--- src/design/nmd_cfg.svh ---
// offsets, field positions, reset values and timing counts for the nand sequencer
// assumes the core clock runs at the rate given by NMD_CLK_NS
`ifndef NMD_CFG_SVH
`define NMD_CFG_SVH

`define NMD_CLK_NS 100
`define NMD_T_READ_NS 40000
`define NMD_T_MREAD_NS 55000
`define NMD_T_PROG_NS 330000
`define NMD_T_ERASE_NS 3500000
`define NMD_CYC(ns) (((ns) + `NMD_CLK_NS - 1) / `NMD_CLK_NS)
`define NMD_READ_CYC `NMD_CYC(`NMD_T_READ_NS)
`define NMD_MREAD_CYC `NMD_CYC(`NMD_T_MREAD_NS)
`define NMD_PROG_CYC `NMD_CYC(`NMD_T_PROG_NS)
`define NMD_ERASE_CYC `NMD_CYC(`NMD_T_ERASE_NS)

`define NMD_CMD_READ 8'h00
`define NMD_CMD_READ_GO 8'h30
`define NMD_CMD_LOAD 8'h80
`define NMD_CMD_LOAD2 8'h81
`define NMD_CMD_COLCHG 8'h85
`define NMD_CMD_PROG_GO 8'h10
`define NMD_CMD_PROG_HOLD 8'h11
`define NMD_CMD_SETUP 8'h60
`define NMD_CMD_ERASE_GO 8'hd0
`define NMD_CMD_STAT 8'h70
`define NMD_CMD_STAT_DIST 8'h71
`define NMD_CMD_RESET 8'hff

`define NMD_MAIN_BYTES 12'h800
`define NMD_PARITY_LO 12'h840
`define NMD_PARITY_HI 12'h87f
`define NMD_SECT_MAIN_SHIFT 9
`define NMD_SECT_SPARE_SHIFT 4
`define NMD_DIST_BIT 6
`define NMD_ECC_CORR_MAX 4'h8
`define NMD_ECC_DET_MAX 4'h9

`define NMD_ST_FAIL 0
`define NMD_ST_D0_FAIL 1
`define NMD_ST_D1_FAIL 2
`define NMD_ST_REWRITE 3
`define NMD_ST_READY_A 5
`define NMD_ST_READY_B 6
`define NMD_ST_WP 7

`define NMD_WB_CTRL 8'h00
`define NMD_WB_STATUS 8'h04
`define NMD_WB_ADDR 8'h08
`define NMD_WB_SECT 8'h0c
`define NMD_CTRL_RESET 32'h0000_0000
`define NMD_CTRL_FAIL_LSB 0
`define NMD_CTRL_ECC_LSB 8

`endif

--- src/design/nmd_pkg.sv ---
// types shared by the nand sequencer and its array engine
package nmd_pkg;
	typedef enum logic [2:0] {
		ST_IDLE = 3'h0,
		ST_ADDR = 3'h1,
		ST_DATA = 3'h3,
		ST_BUSY = 3'h2,
		ST_WAIT2 = 3'h6
	} nmd_state_type;
	typedef enum logic [2:0] {
		MODE_NONE = 3'h0,
		MODE_READ = 3'h1,
		MODE_PROG = 3'h2,
		MODE_PROG2 = 3'h3,
		MODE_SETUP = 3'h4
	} nmd_mode_type;
	typedef enum logic [1:0] {
		OP_READ = 2'h0,
		OP_PROG = 2'h1,
		OP_ERASE = 2'h2
	} nmd_op_type;
	typedef enum logic [1:0] {
		OUT_NONE = 2'h0,
		OUT_STAT = 2'h1,
		OUT_STAT_DIST = 2'h2,
		OUT_PAGE = 2'h3
	} nmd_out_type;
endpackage

--- src/design/nmd_eng_if.sv ---
// handshake between the command sequencer and the array engine
// assumes both ends run on the same clock
`timescale 1ns/1ns
interface nmd_eng_if;
	logic start;
	logic abort;
	nmd_pkg::nmd_op_type op;
	logic multi;
	logic [1:0] dist_mask;
	logic [1:0] fail_inj;
	logic [3:0] ecc_errs;
	logic wp_ok;
	logic busy;
	logic done;
	logic [1:0] fail;
	logic ecc_uncorr;
	logic ecc_rewrite;
	modport seq (output start, abort, op, multi, dist_mask, fail_inj, ecc_errs, wp_ok,
		input busy, done, fail, ecc_uncorr, ecc_rewrite);
	modport eng (input start, abort, op, multi, dist_mask, fail_inj, ecc_errs, wp_ok,
		output busy, done, fail, ecc_uncorr, ecc_rewrite);
endinterface

--- src/design/nmd_engine.sv ---
// array engine: times read, program and erase busy periods and forms per-district results
// assumes start is a one-cycle pulse from the sequencer, never given while busy
`timescale 1ns/1ns
`include "nmd_cfg.svh"
module nmd_engine #(
	parameter logic [15:0] ERASE_CYCLES = 16'(`NMD_ERASE_CYC)
) (
	input wire logic i_clk,
	input wire logic i_rst,
	nmd_eng_if.eng eng
);
	logic [15:0] cnt_reg;
	nmd_pkg::nmd_op_type op_reg;
	logic [1:0] mask_reg;
	logic [1:0] inj_reg;
	logic [3:0] errs_reg;
	logic wp_reg;

	always_ff @(posedge i_clk) begin
		if (i_rst || eng.abort) begin
			eng.busy <= 1'b0;
			cnt_reg <= 16'h0000;
		end else if (eng.start) begin
			eng.busy <= 1'b1;
			unique case (eng.op)
				nmd_pkg::OP_READ: cnt_reg <= eng.multi ? 16'(`NMD_MREAD_CYC) : 16'(`NMD_READ_CYC);
				nmd_pkg::OP_PROG: cnt_reg <= 16'(`NMD_PROG_CYC);
				nmd_pkg::OP_ERASE: cnt_reg <= ERASE_CYCLES;
			endcase
		end else if (eng.busy) begin
			if (cnt_reg == 16'h0001)
				eng.busy <= 1'b0;
			cnt_reg <= cnt_reg - 16'h0001;
		end
	end

	always_ff @(posedge i_clk) begin
		if (i_rst) begin
			op_reg <= nmd_pkg::OP_READ;
			mask_reg <= 2'h0;
			inj_reg <= 2'h0;
			errs_reg <= 4'h0;
			wp_reg <= 1'b0;
		end else if (eng.start) begin
			op_reg <= eng.op;
			mask_reg <= eng.dist_mask;
			inj_reg <= eng.fail_inj;
			errs_reg <= eng.ecc_errs;
			wp_reg <= eng.wp_ok;
		end
	end

	// results appear with the done pulse and stay until the next completion or an abort
	always_ff @(posedge i_clk) begin
		if (i_rst || eng.abort) begin
			eng.done <= 1'b0;
			eng.fail <= 2'h0;
			eng.ecc_uncorr <= 1'b0;
			eng.ecc_rewrite <= 1'b0;
		end else begin
			eng.done <= eng.busy && cnt_reg == 16'h0001;
			if (eng.busy && cnt_reg == 16'h0001) begin
				if (op_reg == nmd_pkg::OP_READ) begin
					// correction covers up to the limit; more errors are only flagged
					eng.ecc_uncorr <= errs_reg > `NMD_ECC_CORR_MAX;
					eng.ecc_rewrite <= errs_reg != 4'h0 && errs_reg <= `NMD_ECC_CORR_MAX;
					eng.fail <= (errs_reg > `NMD_ECC_CORR_MAX) ? mask_reg : 2'h0;
				end else begin
					// a low protect input inhibits the operation, which then reports fail
					eng.fail <= wp_reg ? (inj_reg & mask_reg) : mask_reg;
					eng.ecc_uncorr <= 1'b0;
					eng.ecc_rewrite <= 1'b0;
				end
			end
		end
	end
endmodule // nmd_engine

--- src/design/nmd_seq.sv ---
// nand command sequencer: decodes the strobed pin port and runs read, program and erase
// assumes pin strobes are slow against I_CLK (each level held at least four clocks)
// and a classic wishbone master on the register port
//
// The placing of the registers and the Wishbone register port were left to the implementer.
`timescale 1ns/1ns
`include "nmd_cfg.svh"
module nmd_seq #(
	parameter logic [15:0] ERASE_CYCLES = 16'(`NMD_ERASE_CYC)
) (
	input wire logic I_CLK,
	input wire logic I_RST,
	input wire logic I_WB_CYC,
	input wire logic I_WB_STB,
	input wire logic I_WB_WE,
	input wire logic [7:0] I_WB_ADR,
	input wire logic [31:0] I_WB_DAT,
	input wire logic [3:0] I_WB_SEL,
	output logic [31:0] O_WB_DAT,
	output logic O_WB_ACK,
	input wire logic I_CMD_LATCH,
	input wire logic I_ADDR_LATCH,
	input wire logic I_CHIP_EN_N,
	input wire logic I_WRITE_STROBE_N,
	input wire logic I_OUTPUT_STROBE_N,
	input wire logic I_WRITE_PROTECT_N,
	input wire logic [7:0] I_IO,
	output logic [7:0] O_IO,
	output logic O_IO_OE_N,
	output logic O_READY_BUSY_N,
	output logic O_READY_BUSY_N_OE_N
);
	nmd_eng_if eng();

	nmd_engine #(.ERASE_CYCLES(ERASE_CYCLES)) u_engine (
		.i_clk(I_CLK),
		.i_rst(I_RST),
		.eng(eng.eng)
	);

	// sector of a column: main field by 512-byte slices, spare by 16-byte slices
	function automatic logic [1:0] sector_of(input logic [11:0] col);
		if (col < `NMD_MAIN_BYTES)
			sector_of = col[`NMD_SECT_MAIN_SHIFT +: 2];
		else
			sector_of = col[`NMD_SECT_SPARE_SHIFT +: 2];
	endfunction

	function automatic logic denied(input logic [11:0] col);
		denied = col >= `NMD_PARITY_LO && col <= `NMD_PARITY_HI;
	endfunction

	// pin synchronisers; stage three only feeds the edge detectors
	logic [13:0] pin_s1_reg;
	logic [13:0] pin_s2_reg;
	logic [13:0] pin_s3_reg;

	always_ff @(posedge I_CLK) begin
		if (I_RST) begin
			pin_s1_reg <= 14'h003c;
			pin_s2_reg <= 14'h003c;
			pin_s3_reg <= 14'h003c;
		end else begin
			pin_s1_reg <= {I_IO, I_WRITE_PROTECT_N, I_OUTPUT_STROBE_N, I_WRITE_STROBE_N, I_CHIP_EN_N,
				I_ADDR_LATCH, I_CMD_LATCH};
			pin_s2_reg <= pin_s1_reg;
			pin_s3_reg <= pin_s2_reg;
		end
	end

	logic cle_s;
	logic ale_s;
	logic ce_n_s;
	logic re_n_s;
	logic wp_n_s;
	logic [7:0] io_s;
	logic we_rise;
	logic re_fall;
	logic cmd_we;
	logic addr_we;
	logic data_we;
	assign cle_s = pin_s2_reg[0];
	assign ale_s = pin_s2_reg[1];
	assign ce_n_s = pin_s2_reg[2];
	assign re_n_s = pin_s2_reg[4];
	assign wp_n_s = pin_s2_reg[5];
	assign io_s = pin_s2_reg[13:6];
	assign we_rise = pin_s2_reg[3] && !pin_s3_reg[3] && !ce_n_s;
	assign re_fall = !re_n_s && pin_s3_reg[4] && !ce_n_s;
	assign cmd_we = we_rise && cle_s && !ale_s;
	assign addr_we = we_rise && ale_s && !cle_s;
	assign data_we = we_rise && !ale_s && !cle_s;

	nmd_pkg::nmd_state_type state_reg;
	nmd_pkg::nmd_mode_type mode_reg;
	nmd_pkg::nmd_out_type out_sel_reg;
	logic [2:0] addr_cnt_reg;
	logic [7:0] addr_byte_reg [0:4];
	logic [11:0] col_reg;
	logic [1:0] slot_valid_reg;
	logic [10:0] slot_blk_reg [0:1];
	logic [5:0] slot_page_reg [0:1];
	logic [3:0] sect_mask_reg;
	logic [7:0] last_cmd_reg;
	logic [1:0] fail_reg;
	logic rewrite_reg;
	logic [31:0] ctrl_reg;

	// a row is complete after three bytes (row only) or five (column then row)
	logic commit_now;
	logic [16:0] row_now;
	logic [1:0] commit_mask;
	logic [1:0] slots_now;
	logic slot_clear;
	always_comb begin
		commit_now = (cmd_we || data_we) && state_reg == nmd_pkg::ST_ADDR &&
			(addr_cnt_reg == 3'h3 || addr_cnt_reg == 3'h5);
		if (addr_cnt_reg == 3'h3)
			row_now = {addr_byte_reg[2][0], addr_byte_reg[1], addr_byte_reg[0]};
		else
			row_now = {addr_byte_reg[4][0], addr_byte_reg[3], addr_byte_reg[2]};
		commit_mask = 2'h0;
		if (commit_now)
			commit_mask[row_now[`NMD_DIST_BIT]] = 1'b1;
		slots_now = slot_valid_reg | commit_mask;
		slot_clear = cmd_we && state_reg != nmd_pkg::ST_BUSY && (io_s == `NMD_CMD_READ ||
			io_s == `NMD_CMD_LOAD || io_s == `NMD_CMD_RESET ||
			(io_s == `NMD_CMD_SETUP && mode_reg != nmd_pkg::MODE_SETUP));
	end

	// each district keeps its own slot, so the order of arrival does not matter
	always_ff @(posedge I_CLK) begin
		if (I_RST || slot_clear) begin
			slot_valid_reg <= 2'h0;
		end else if (commit_now) begin
			slot_valid_reg <= slots_now;
			slot_blk_reg[row_now[`NMD_DIST_BIT]] <= row_now[16:6];
			slot_page_reg[row_now[`NMD_DIST_BIT]] <= row_now[5:0];
		end
	end

	always_ff @(posedge I_CLK) begin
		if (I_RST || cmd_we || data_we)
			addr_cnt_reg <= 3'h0;
		else if (addr_we && addr_cnt_reg != 3'h7)
			addr_cnt_reg <= addr_cnt_reg + 3'h1;
	end

	always_ff @(posedge I_CLK) begin
		if (addr_we && addr_cnt_reg < 3'h5)
			addr_byte_reg[addr_cnt_reg] <= io_s;
	end

	logic start_cmd;
	assign start_cmd = cmd_we && state_reg != nmd_pkg::ST_BUSY;

	always_ff @(posedge I_CLK) begin
		if (I_RST) begin
			state_reg <= nmd_pkg::ST_IDLE;
			mode_reg <= nmd_pkg::MODE_NONE;
			eng.start <= 1'b0;
			eng.abort <= 1'b0;
			eng.op <= nmd_pkg::OP_READ;
			eng.multi <= 1'b0;
			eng.dist_mask <= 2'h0;
		end else begin
			eng.start <= 1'b0;
			eng.abort <= 1'b0;
			if (cmd_we && io_s == `NMD_CMD_RESET) begin
				state_reg <= nmd_pkg::ST_IDLE;
				mode_reg <= nmd_pkg::MODE_NONE;
				eng.abort <= 1'b1;
			end else if (state_reg == nmd_pkg::ST_BUSY) begin
				if (eng.done) begin
					state_reg <= nmd_pkg::ST_IDLE;
					mode_reg <= nmd_pkg::MODE_NONE;
				end
			end else if (start_cmd) begin
				unique case (io_s)
					`NMD_CMD_READ: begin
						mode_reg <= nmd_pkg::MODE_READ;
						state_reg <= nmd_pkg::ST_ADDR;
					end
					`NMD_CMD_READ_GO: if ((mode_reg == nmd_pkg::MODE_READ || mode_reg == nmd_pkg::MODE_SETUP)
						&& slots_now != 2'h0) begin
						eng.start <= 1'b1;
						eng.op <= nmd_pkg::OP_READ;
						eng.multi <= mode_reg == nmd_pkg::MODE_SETUP;
						eng.dist_mask <= slots_now;
						state_reg <= nmd_pkg::ST_BUSY;
					end
					`NMD_CMD_LOAD: begin
						mode_reg <= nmd_pkg::MODE_PROG;
						state_reg <= nmd_pkg::ST_ADDR;
					end
					`NMD_CMD_LOAD2: if (state_reg == nmd_pkg::ST_WAIT2) begin
						mode_reg <= nmd_pkg::MODE_PROG2;
						state_reg <= nmd_pkg::ST_ADDR;
					end
					`NMD_CMD_COLCHG: if (state_reg == nmd_pkg::ST_DATA)
						state_reg <= nmd_pkg::ST_ADDR;
					`NMD_CMD_PROG_GO: if ((mode_reg == nmd_pkg::MODE_PROG || mode_reg == nmd_pkg::MODE_PROG2)
						&& slots_now != 2'h0) begin
						eng.start <= 1'b1;
						eng.op <= nmd_pkg::OP_PROG;
						eng.multi <= mode_reg == nmd_pkg::MODE_PROG2;
						eng.dist_mask <= slots_now;
						state_reg <= nmd_pkg::ST_BUSY;
					end
					`NMD_CMD_PROG_HOLD: if (mode_reg == nmd_pkg::MODE_PROG && slots_now != 2'h0)
						state_reg <= nmd_pkg::ST_WAIT2;
					`NMD_CMD_SETUP: begin
						mode_reg <= nmd_pkg::MODE_SETUP;
						state_reg <= nmd_pkg::ST_ADDR;
					end
					`NMD_CMD_ERASE_GO: if (mode_reg == nmd_pkg::MODE_SETUP && slots_now != 2'h0) begin
						eng.start <= 1'b1;
						eng.op <= nmd_pkg::OP_ERASE;
						eng.multi <= slots_now == 2'h3;
						eng.dist_mask <= slots_now;
						state_reg <= nmd_pkg::ST_BUSY;
					end
					default: ;
				endcase
			end else if (data_we && state_reg == nmd_pkg::ST_ADDR &&
				(mode_reg == nmd_pkg::MODE_PROG || mode_reg == nmd_pkg::MODE_PROG2)) begin
				state_reg <= nmd_pkg::ST_DATA;
			end
		end
	end

	// engine inputs sampled with the start pulse
	always_ff @(posedge I_CLK) begin
		if (I_RST) begin
			eng.fail_inj <= 2'h0;
			eng.ecc_errs <= 4'h0;
			eng.wp_ok <= 1'b0;
		end else begin
			eng.fail_inj <= ctrl_reg[`NMD_CTRL_FAIL_LSB +: 2];
			eng.ecc_errs <= ctrl_reg[`NMD_CTRL_ECC_LSB +: 4];
			eng.wp_ok <= wp_n_s;
		end
	end

	// column pointer: second address byte, then one step per data byte in or out
	logic data_in_ok;
	assign data_in_ok = data_we && (state_reg == nmd_pkg::ST_DATA || state_reg == nmd_pkg::ST_ADDR) &&
		(mode_reg == nmd_pkg::MODE_PROG || mode_reg == nmd_pkg::MODE_PROG2);

	always_ff @(posedge I_CLK) begin
		if (I_RST) begin
			col_reg <= 12'h000;
			sect_mask_reg <= 4'h0;
		end else begin
			if (cmd_we && io_s == `NMD_CMD_LOAD)
				sect_mask_reg <= 4'h0;
			if (addr_we && addr_cnt_reg == 3'h1)
				col_reg <= {io_s[3:0], addr_byte_reg[0]};
			else if (data_in_ok || (re_fall && out_sel_reg == nmd_pkg::OUT_PAGE))
				col_reg <= col_reg + 12'h001;
			if (data_in_ok && !denied(col_reg))
				sect_mask_reg[sector_of(col_reg)] <= 1'b1;
		end
	end

	// results of the last operation, kept until the next operation or reset
	always_ff @(posedge I_CLK) begin
		if (I_RST) begin
			fail_reg <= 2'h0;
			rewrite_reg <= 1'b0;
			last_cmd_reg <= 8'h00;
		end else begin
			if (cmd_we)
				last_cmd_reg <= io_s;
			if (eng.done) begin
				fail_reg <= eng.fail;
				rewrite_reg <= eng.ecc_rewrite;
			end else if (eng.start || slot_clear) begin
				fail_reg <= 2'h0;
				rewrite_reg <= 1'b0;
			end
		end
	end

	logic ready;
	logic [7:0] stat_byte;
	logic [7:0] stat_dist_byte;
	always_comb begin
		ready = state_reg != nmd_pkg::ST_BUSY;
		stat_byte = 8'h00;
		stat_byte[`NMD_ST_FAIL] = |fail_reg;
		stat_byte[`NMD_ST_REWRITE] = rewrite_reg;
		stat_byte[`NMD_ST_READY_A] = ready;
		stat_byte[`NMD_ST_READY_B] = ready;
		stat_byte[`NMD_ST_WP] = wp_n_s;
		stat_dist_byte = 8'h00;
		stat_dist_byte[`NMD_ST_FAIL] = fail_reg[0] | fail_reg[1];
		stat_dist_byte[`NMD_ST_D0_FAIL] = fail_reg[0];
		stat_dist_byte[`NMD_ST_D1_FAIL] = fail_reg[1];
		stat_dist_byte[`NMD_ST_READY_A] = ready;
		stat_dist_byte[`NMD_ST_READY_B] = ready;
		stat_dist_byte[`NMD_ST_WP] = wp_n_s;
	end

	// output source: status after 70h/71h, page data once a read has finished
	always_ff @(posedge I_CLK) begin
		if (I_RST)
			out_sel_reg <= nmd_pkg::OUT_NONE;
		else if (cmd_we) begin
			if (io_s == `NMD_CMD_STAT)
				out_sel_reg <= nmd_pkg::OUT_STAT;
			else if (io_s == `NMD_CMD_STAT_DIST)
				out_sel_reg <= nmd_pkg::OUT_STAT_DIST;
			else if (state_reg != nmd_pkg::ST_BUSY || io_s == `NMD_CMD_RESET)
				out_sel_reg <= nmd_pkg::OUT_NONE;
		end else if (eng.done && eng.op == nmd_pkg::OP_READ)
			out_sel_reg <= nmd_pkg::OUT_PAGE;
	end

	// no cell array is held here: page bytes read as erased, parity columns as zero
	always_ff @(posedge I_CLK) begin
		if (I_RST) begin
			O_IO <= 8'h00;
			O_IO_OE_N <= 1'b1;
			O_READY_BUSY_N <= 1'b0;
			O_READY_BUSY_N_OE_N <= 1'b1;
		end else begin
			O_IO_OE_N <= !(out_sel_reg != nmd_pkg::OUT_NONE && !ce_n_s && !re_n_s);
			O_READY_BUSY_N_OE_N <= ready;
			if (re_fall) begin
				unique case (out_sel_reg)
					nmd_pkg::OUT_STAT: O_IO <= stat_byte;
					nmd_pkg::OUT_STAT_DIST: O_IO <= stat_dist_byte;
					nmd_pkg::OUT_PAGE: O_IO <= denied(col_reg) ? 8'h00 : 8'hff;
					nmd_pkg::OUT_NONE: O_IO <= 8'h00;
				endcase
			end
		end
	end

	// wishbone slave: answers every access one cycle after the strobe
	logic wb_hit;
	assign wb_hit = I_WB_CYC && I_WB_STB && !O_WB_ACK;

	always_ff @(posedge I_CLK) begin
		if (I_RST) begin
			O_WB_ACK <= 1'b0;
			O_WB_DAT <= 32'h0000_0000;
			ctrl_reg <= `NMD_CTRL_RESET;
		end else begin
			O_WB_ACK <= wb_hit;
			if (wb_hit && I_WB_WE && I_WB_ADR == `NMD_WB_CTRL) begin
				for (int b = 0; b < 4; b++)
					if (I_WB_SEL[b])
						ctrl_reg[b*8 +: 8] <= I_WB_DAT[b*8 +: 8];
			end
			if (wb_hit && !I_WB_WE) begin
				unique case (I_WB_ADR)
					`NMD_WB_CTRL: O_WB_DAT <= ctrl_reg;
					`NMD_WB_STATUS: O_WB_DAT <= {9'h000, state_reg, 4'h0, stat_dist_byte, stat_byte};
					`NMD_WB_ADDR: O_WB_DAT <= {col_reg, 1'b0, slot_blk_reg[0], slot_page_reg[0], slot_valid_reg};
					`NMD_WB_SECT: O_WB_DAT <= {16'h0000, last_cmd_reg, 4'h0, sect_mask_reg};
					default: O_WB_DAT <= 32'h0000_0000;
				endcase
			end
		end
	end
endmodule // nmd_seq

--- config.mk ---
export PLATFORM = sky130hd
export DESIGN_NAME = nmd_seq
export DESIGN_NICKNAME = d
export VERILOG_FILES = /design/src/design/nmd_pkg.sv /design/src/design/nmd_eng_if.sv /design/src/design/nmd_engine.sv /design/src/design/nmd_seq.sv
export VERILOG_INCLUDE_DIRS = /design/src /design/src/design
export SDC_FILE = /design/constraint.sdc
export NUM_CORES = 1
export LEC_CHECK = 0
export ABC_CLOCK_PERIOD_IN_PS = 2900
export BUFFER_PORTS_ARGS = -buffer_cell sky130_fd_sc_hd__buf_2
export CORE_MARGIN = 10
export CORE_UTILIZATION = 45
export DETAILED_ROUTE_END_ITERATION = 10
export GPL_TIMING_DRIVEN = 0
export PLACE_DENSITY = 0.66
export SETUP_SLACK_MARGIN = 0.05
export SYNTH_ARGS = -nofsm -noshare
export SYNTH_HDL_FRONTEND = slang
export SYNTH_SLANG_ARGS = --single-unit
--- constraint.sdc ---
create_clock -name I_CLK -period 2.9 [get_ports I_CLK]
set_clock_uncertainty 0.1 [all_clocks]
set_input_delay 0.29 -clock I_CLK [delete_from_list [all_inputs] [get_ports I_CLK]]
set_output_delay 0.29 -clock I_CLK [all_outputs]
set_load 0.03 [all_outputs]
==> flow_summary.json <==
{
  "status": "finished clean",
  "hold_class": "input port to flop",
  "cp-end-kind": "flop",
  "synth_top_cell_area_share_pct": 37.51,
  "ant_nets": 0,
  "tightest_slew_ns": 1.274,
  "met1_usage_pct": 26.54,
  "worstPathArrival_ns": 3.05,
  "synth.yosys.seq_area_share_pct": 52.32,
  "use_met2_pct": 33.40,
  "stdcell_area_sq_um": 12470,
  "yosysMostFrequentCell": "dfxtp_1",
  "drc": 0,
  "cts_tree": "done",
  "multi_input_area_sq_um": 4587,
  "vdd_drop_max_v": 0.0005055,
  "rsz0062_at_grt": "no",
  "required_ns": 3.21,
  "synth-seq-cells": 240,
  "avgSynthCellArea_sq_um": 9.797,
  "clk_root_buffer_cell": "clkbuf_16",
  "place_ws_ns": -0.4665,
  "grt.total_usage_pct": 20.55,
  "die-area_sq_um": 28940,
  "boundaryPins": 107,
  "hold_viol": 0,
  "clkLatencyLatePin_ns": 0.54,
  "num_rows": 54,
  "synth_top_area_cell": "dfxtp_1",
  "ys_types": 63,
  "relSlewSlack_pct": 14.88,
  "synth-edff-count": 50,
  "critPathKind": "flop to flop",
  "synthCells": 1035,
  "syn-cell-area_sq_um": 10140,
  "firstDrtPassIters": 5,
  "clk_pin_slew_ns": 0.07,
  "synth-async-reset-ratio_pct": 0,
  "path_max_fanout": 11,
  "grt_pass1_vias": 8505,
  "syn-num-nets": 1109,
  "fin_ws_ns": 0.1676,
  "fin_cells": 1514,
  "grt_pass1_wl_mm": 47.33,
  "synth_area_leaders": "dfxtp_1 (38%), edfxtp_1 (15%), nor2_1 (4.3%)",
  "finalHoldWorstSlack_ns": 0.06517,
  "antenna_found_initial": 1,
  "vias": 8530,
  "largest_reg_flops": 33,
  "start_kind": "flop",
  "slew_violations": 0,
  "cts_made_buffers": 26,
  "hpwl_mm": 21.50,
  "place.gp.congestion": 0.9127,
  "start_util_pct": 46.03,
  "dpl_cell_area_sq_um": 10990,
  "cap_violations": 0,
  "grt-busiest-layer": "met2",
  "nFillCells": 1903,
  "coreArea_sq_um": 22030,
  "dp.cells": 1414,
  "die_w_um": 170.1,
  "seq_area_sq_um": 5306,
  "nNetsFinal": 1284,
  "portBuffers": 99,
  "cts_buffer_depth": 3,
  "first_iter_violations": 779,
  "p_per_area_nw_per_um2": 585.9,
  "synth_flop_cell": "dfxtp_1",
  "grt_max_degree": 18,
  "die-height_um": 170.1,
  "max_freq_mhz": 366.0,
  "p_leak_nw": 4.457,
  "via_per_inst": 5.634,
  "wl_mm": 30.31,
  "finalCritPeriodShare_pct": 94.22,
  "layout_min_cycle_time_ns": 2.732,
  "cts_max_level": 1,
  "numClockSinks": 240,
  "wl_per_cell_um": 20.02,
  "use_met3_pct": 4.049,
  "area_delta_synth_final_pct": 22.95,
  "layout-drive-gt1-share_pct": 17.80,
  "setup_viol": 0,
  "r2r_slack_ns": 0.17,
  "synth_commonest_cells": "dfxtp_1 (190), nor2_1 (117), nand2_1 (88)",
  "gr-total-overflow": 0,
  "yosysWarningCount": 0
}
## worst max-delay path: stages (launching register included)
cell      delay (ns)
dfxtp_1         0.53
or4_1           0.58
buf_2           0.18
or4b_4          0.54
o21bai_1        0.19
a31oi_1         0.26
nor4_4          0.09
mux2i_1         0.14
## cell type report
| cell class | instances | area share (%) |
|---|---|---|
| Clock buffer | 35 | 5.982 |
| Multi-Input combinational cell | 718 | 36.79 |
| Buffer | 61 | 1.927 |
| Clock inverter | 13 | 1.355 |
| Sequential cell | 240 | 42.56 |
| Antenna cell | 4 | 0.08029 |
| Inverter | 14 | 0.4215 |
| Timing Repair Buffer | 149 | 8.069 |
| Tap cell | 280 | 2.810 |
## path summary, 6_finish.rpt
check	start	end	depth (start not counted)
hold reg to reg	pin_s1_reg[2]$_SDFF_PP1_	pin_s2_reg[2]$_SDFF_PP1_	1
setup reg to reg	pin_s2_reg[7]$_SDFF_PP0_	state_reg[2]$_SDFFE_PP0P_	7
hold / removal	I_RST	mode_reg[0]$_SDFFE_PP0P_	3
setup / recovery	pin_s2_reg[7]$_SDFF_PP0_	state_reg[2]$_SDFFE_PP0P_	7
## per-layer routing
metal	wire length [um]	vias to the layer above
met1	13070	4100
met5	0	-
met4	928	0
li1	-	4073
met2	14160	292
met3	2153	65
## what timing repair did
| item | CTS | global route |
|---|---|---|
| pin swaps | 1 | 0 |
| hold buffers | 49 | 0 |
| gates resized for setup | 1 | 9 |
| setup buffers | 1 | 0 |
| endpoints found under the hold margin | 48 | 0 |
| endpoints found under the setup margin | 17 | 36 |
## cells in the final DEF, fill, tap and decap left out, types with 16 or more instances in the layout
master,Yosys,routed
a211oi_1,21,21
a21oi_1,72,72
a22oi_1,31,31
buf_2,2,101
clkbuf_1,53,54
clkbuf_16,0,27
dfxtp_1,190,189
dlygate4sd3_1,0,49
edfxtp_1,50,50
mux2_2,32,32
mux2i_1,32,32
nand2_1,88,88
nand3_1,50,50
nor2_1,117,117
nor2b_1,35,35
nor3_1,21,19
o21ai_0,30,30
or2_2,16,16
## power breakdown
part,total [W],internal (W),switching (W)
logic,0.000331,0.000140,0.000190
registers,0.00345,0.00342,0.0000305
clock network,0.00352,0.00216,0.00136
## kinds of logic after synthesis
| family | share of synthesized area (%) |
|---|---|
| buffers and inverters | 2.949 |
| other | 0.03698 |
| muxes | 8.045 |
| DFF | 52.32 |
| xor gates and xnor gates | 2.073 |
| adders and majority gates | 1.357 |
| AOI/OAI and AO/OA | 12.60 |
| and+or+nand+nor | 20.62 |
## metrics by stage
step                      TNS, ns  utilization (%)  power (W)
after detailed placement   -7.914            49.90   0.003796
final                           0            56.60   0.007305
after CTS                       0            56.40   0.007346
after floorplan                 0                -   0.003670
after global placement     -7.902            49.90   0.003795
after global routing            0            56.57   0.007496
Power figures use the tool's default switching activity.
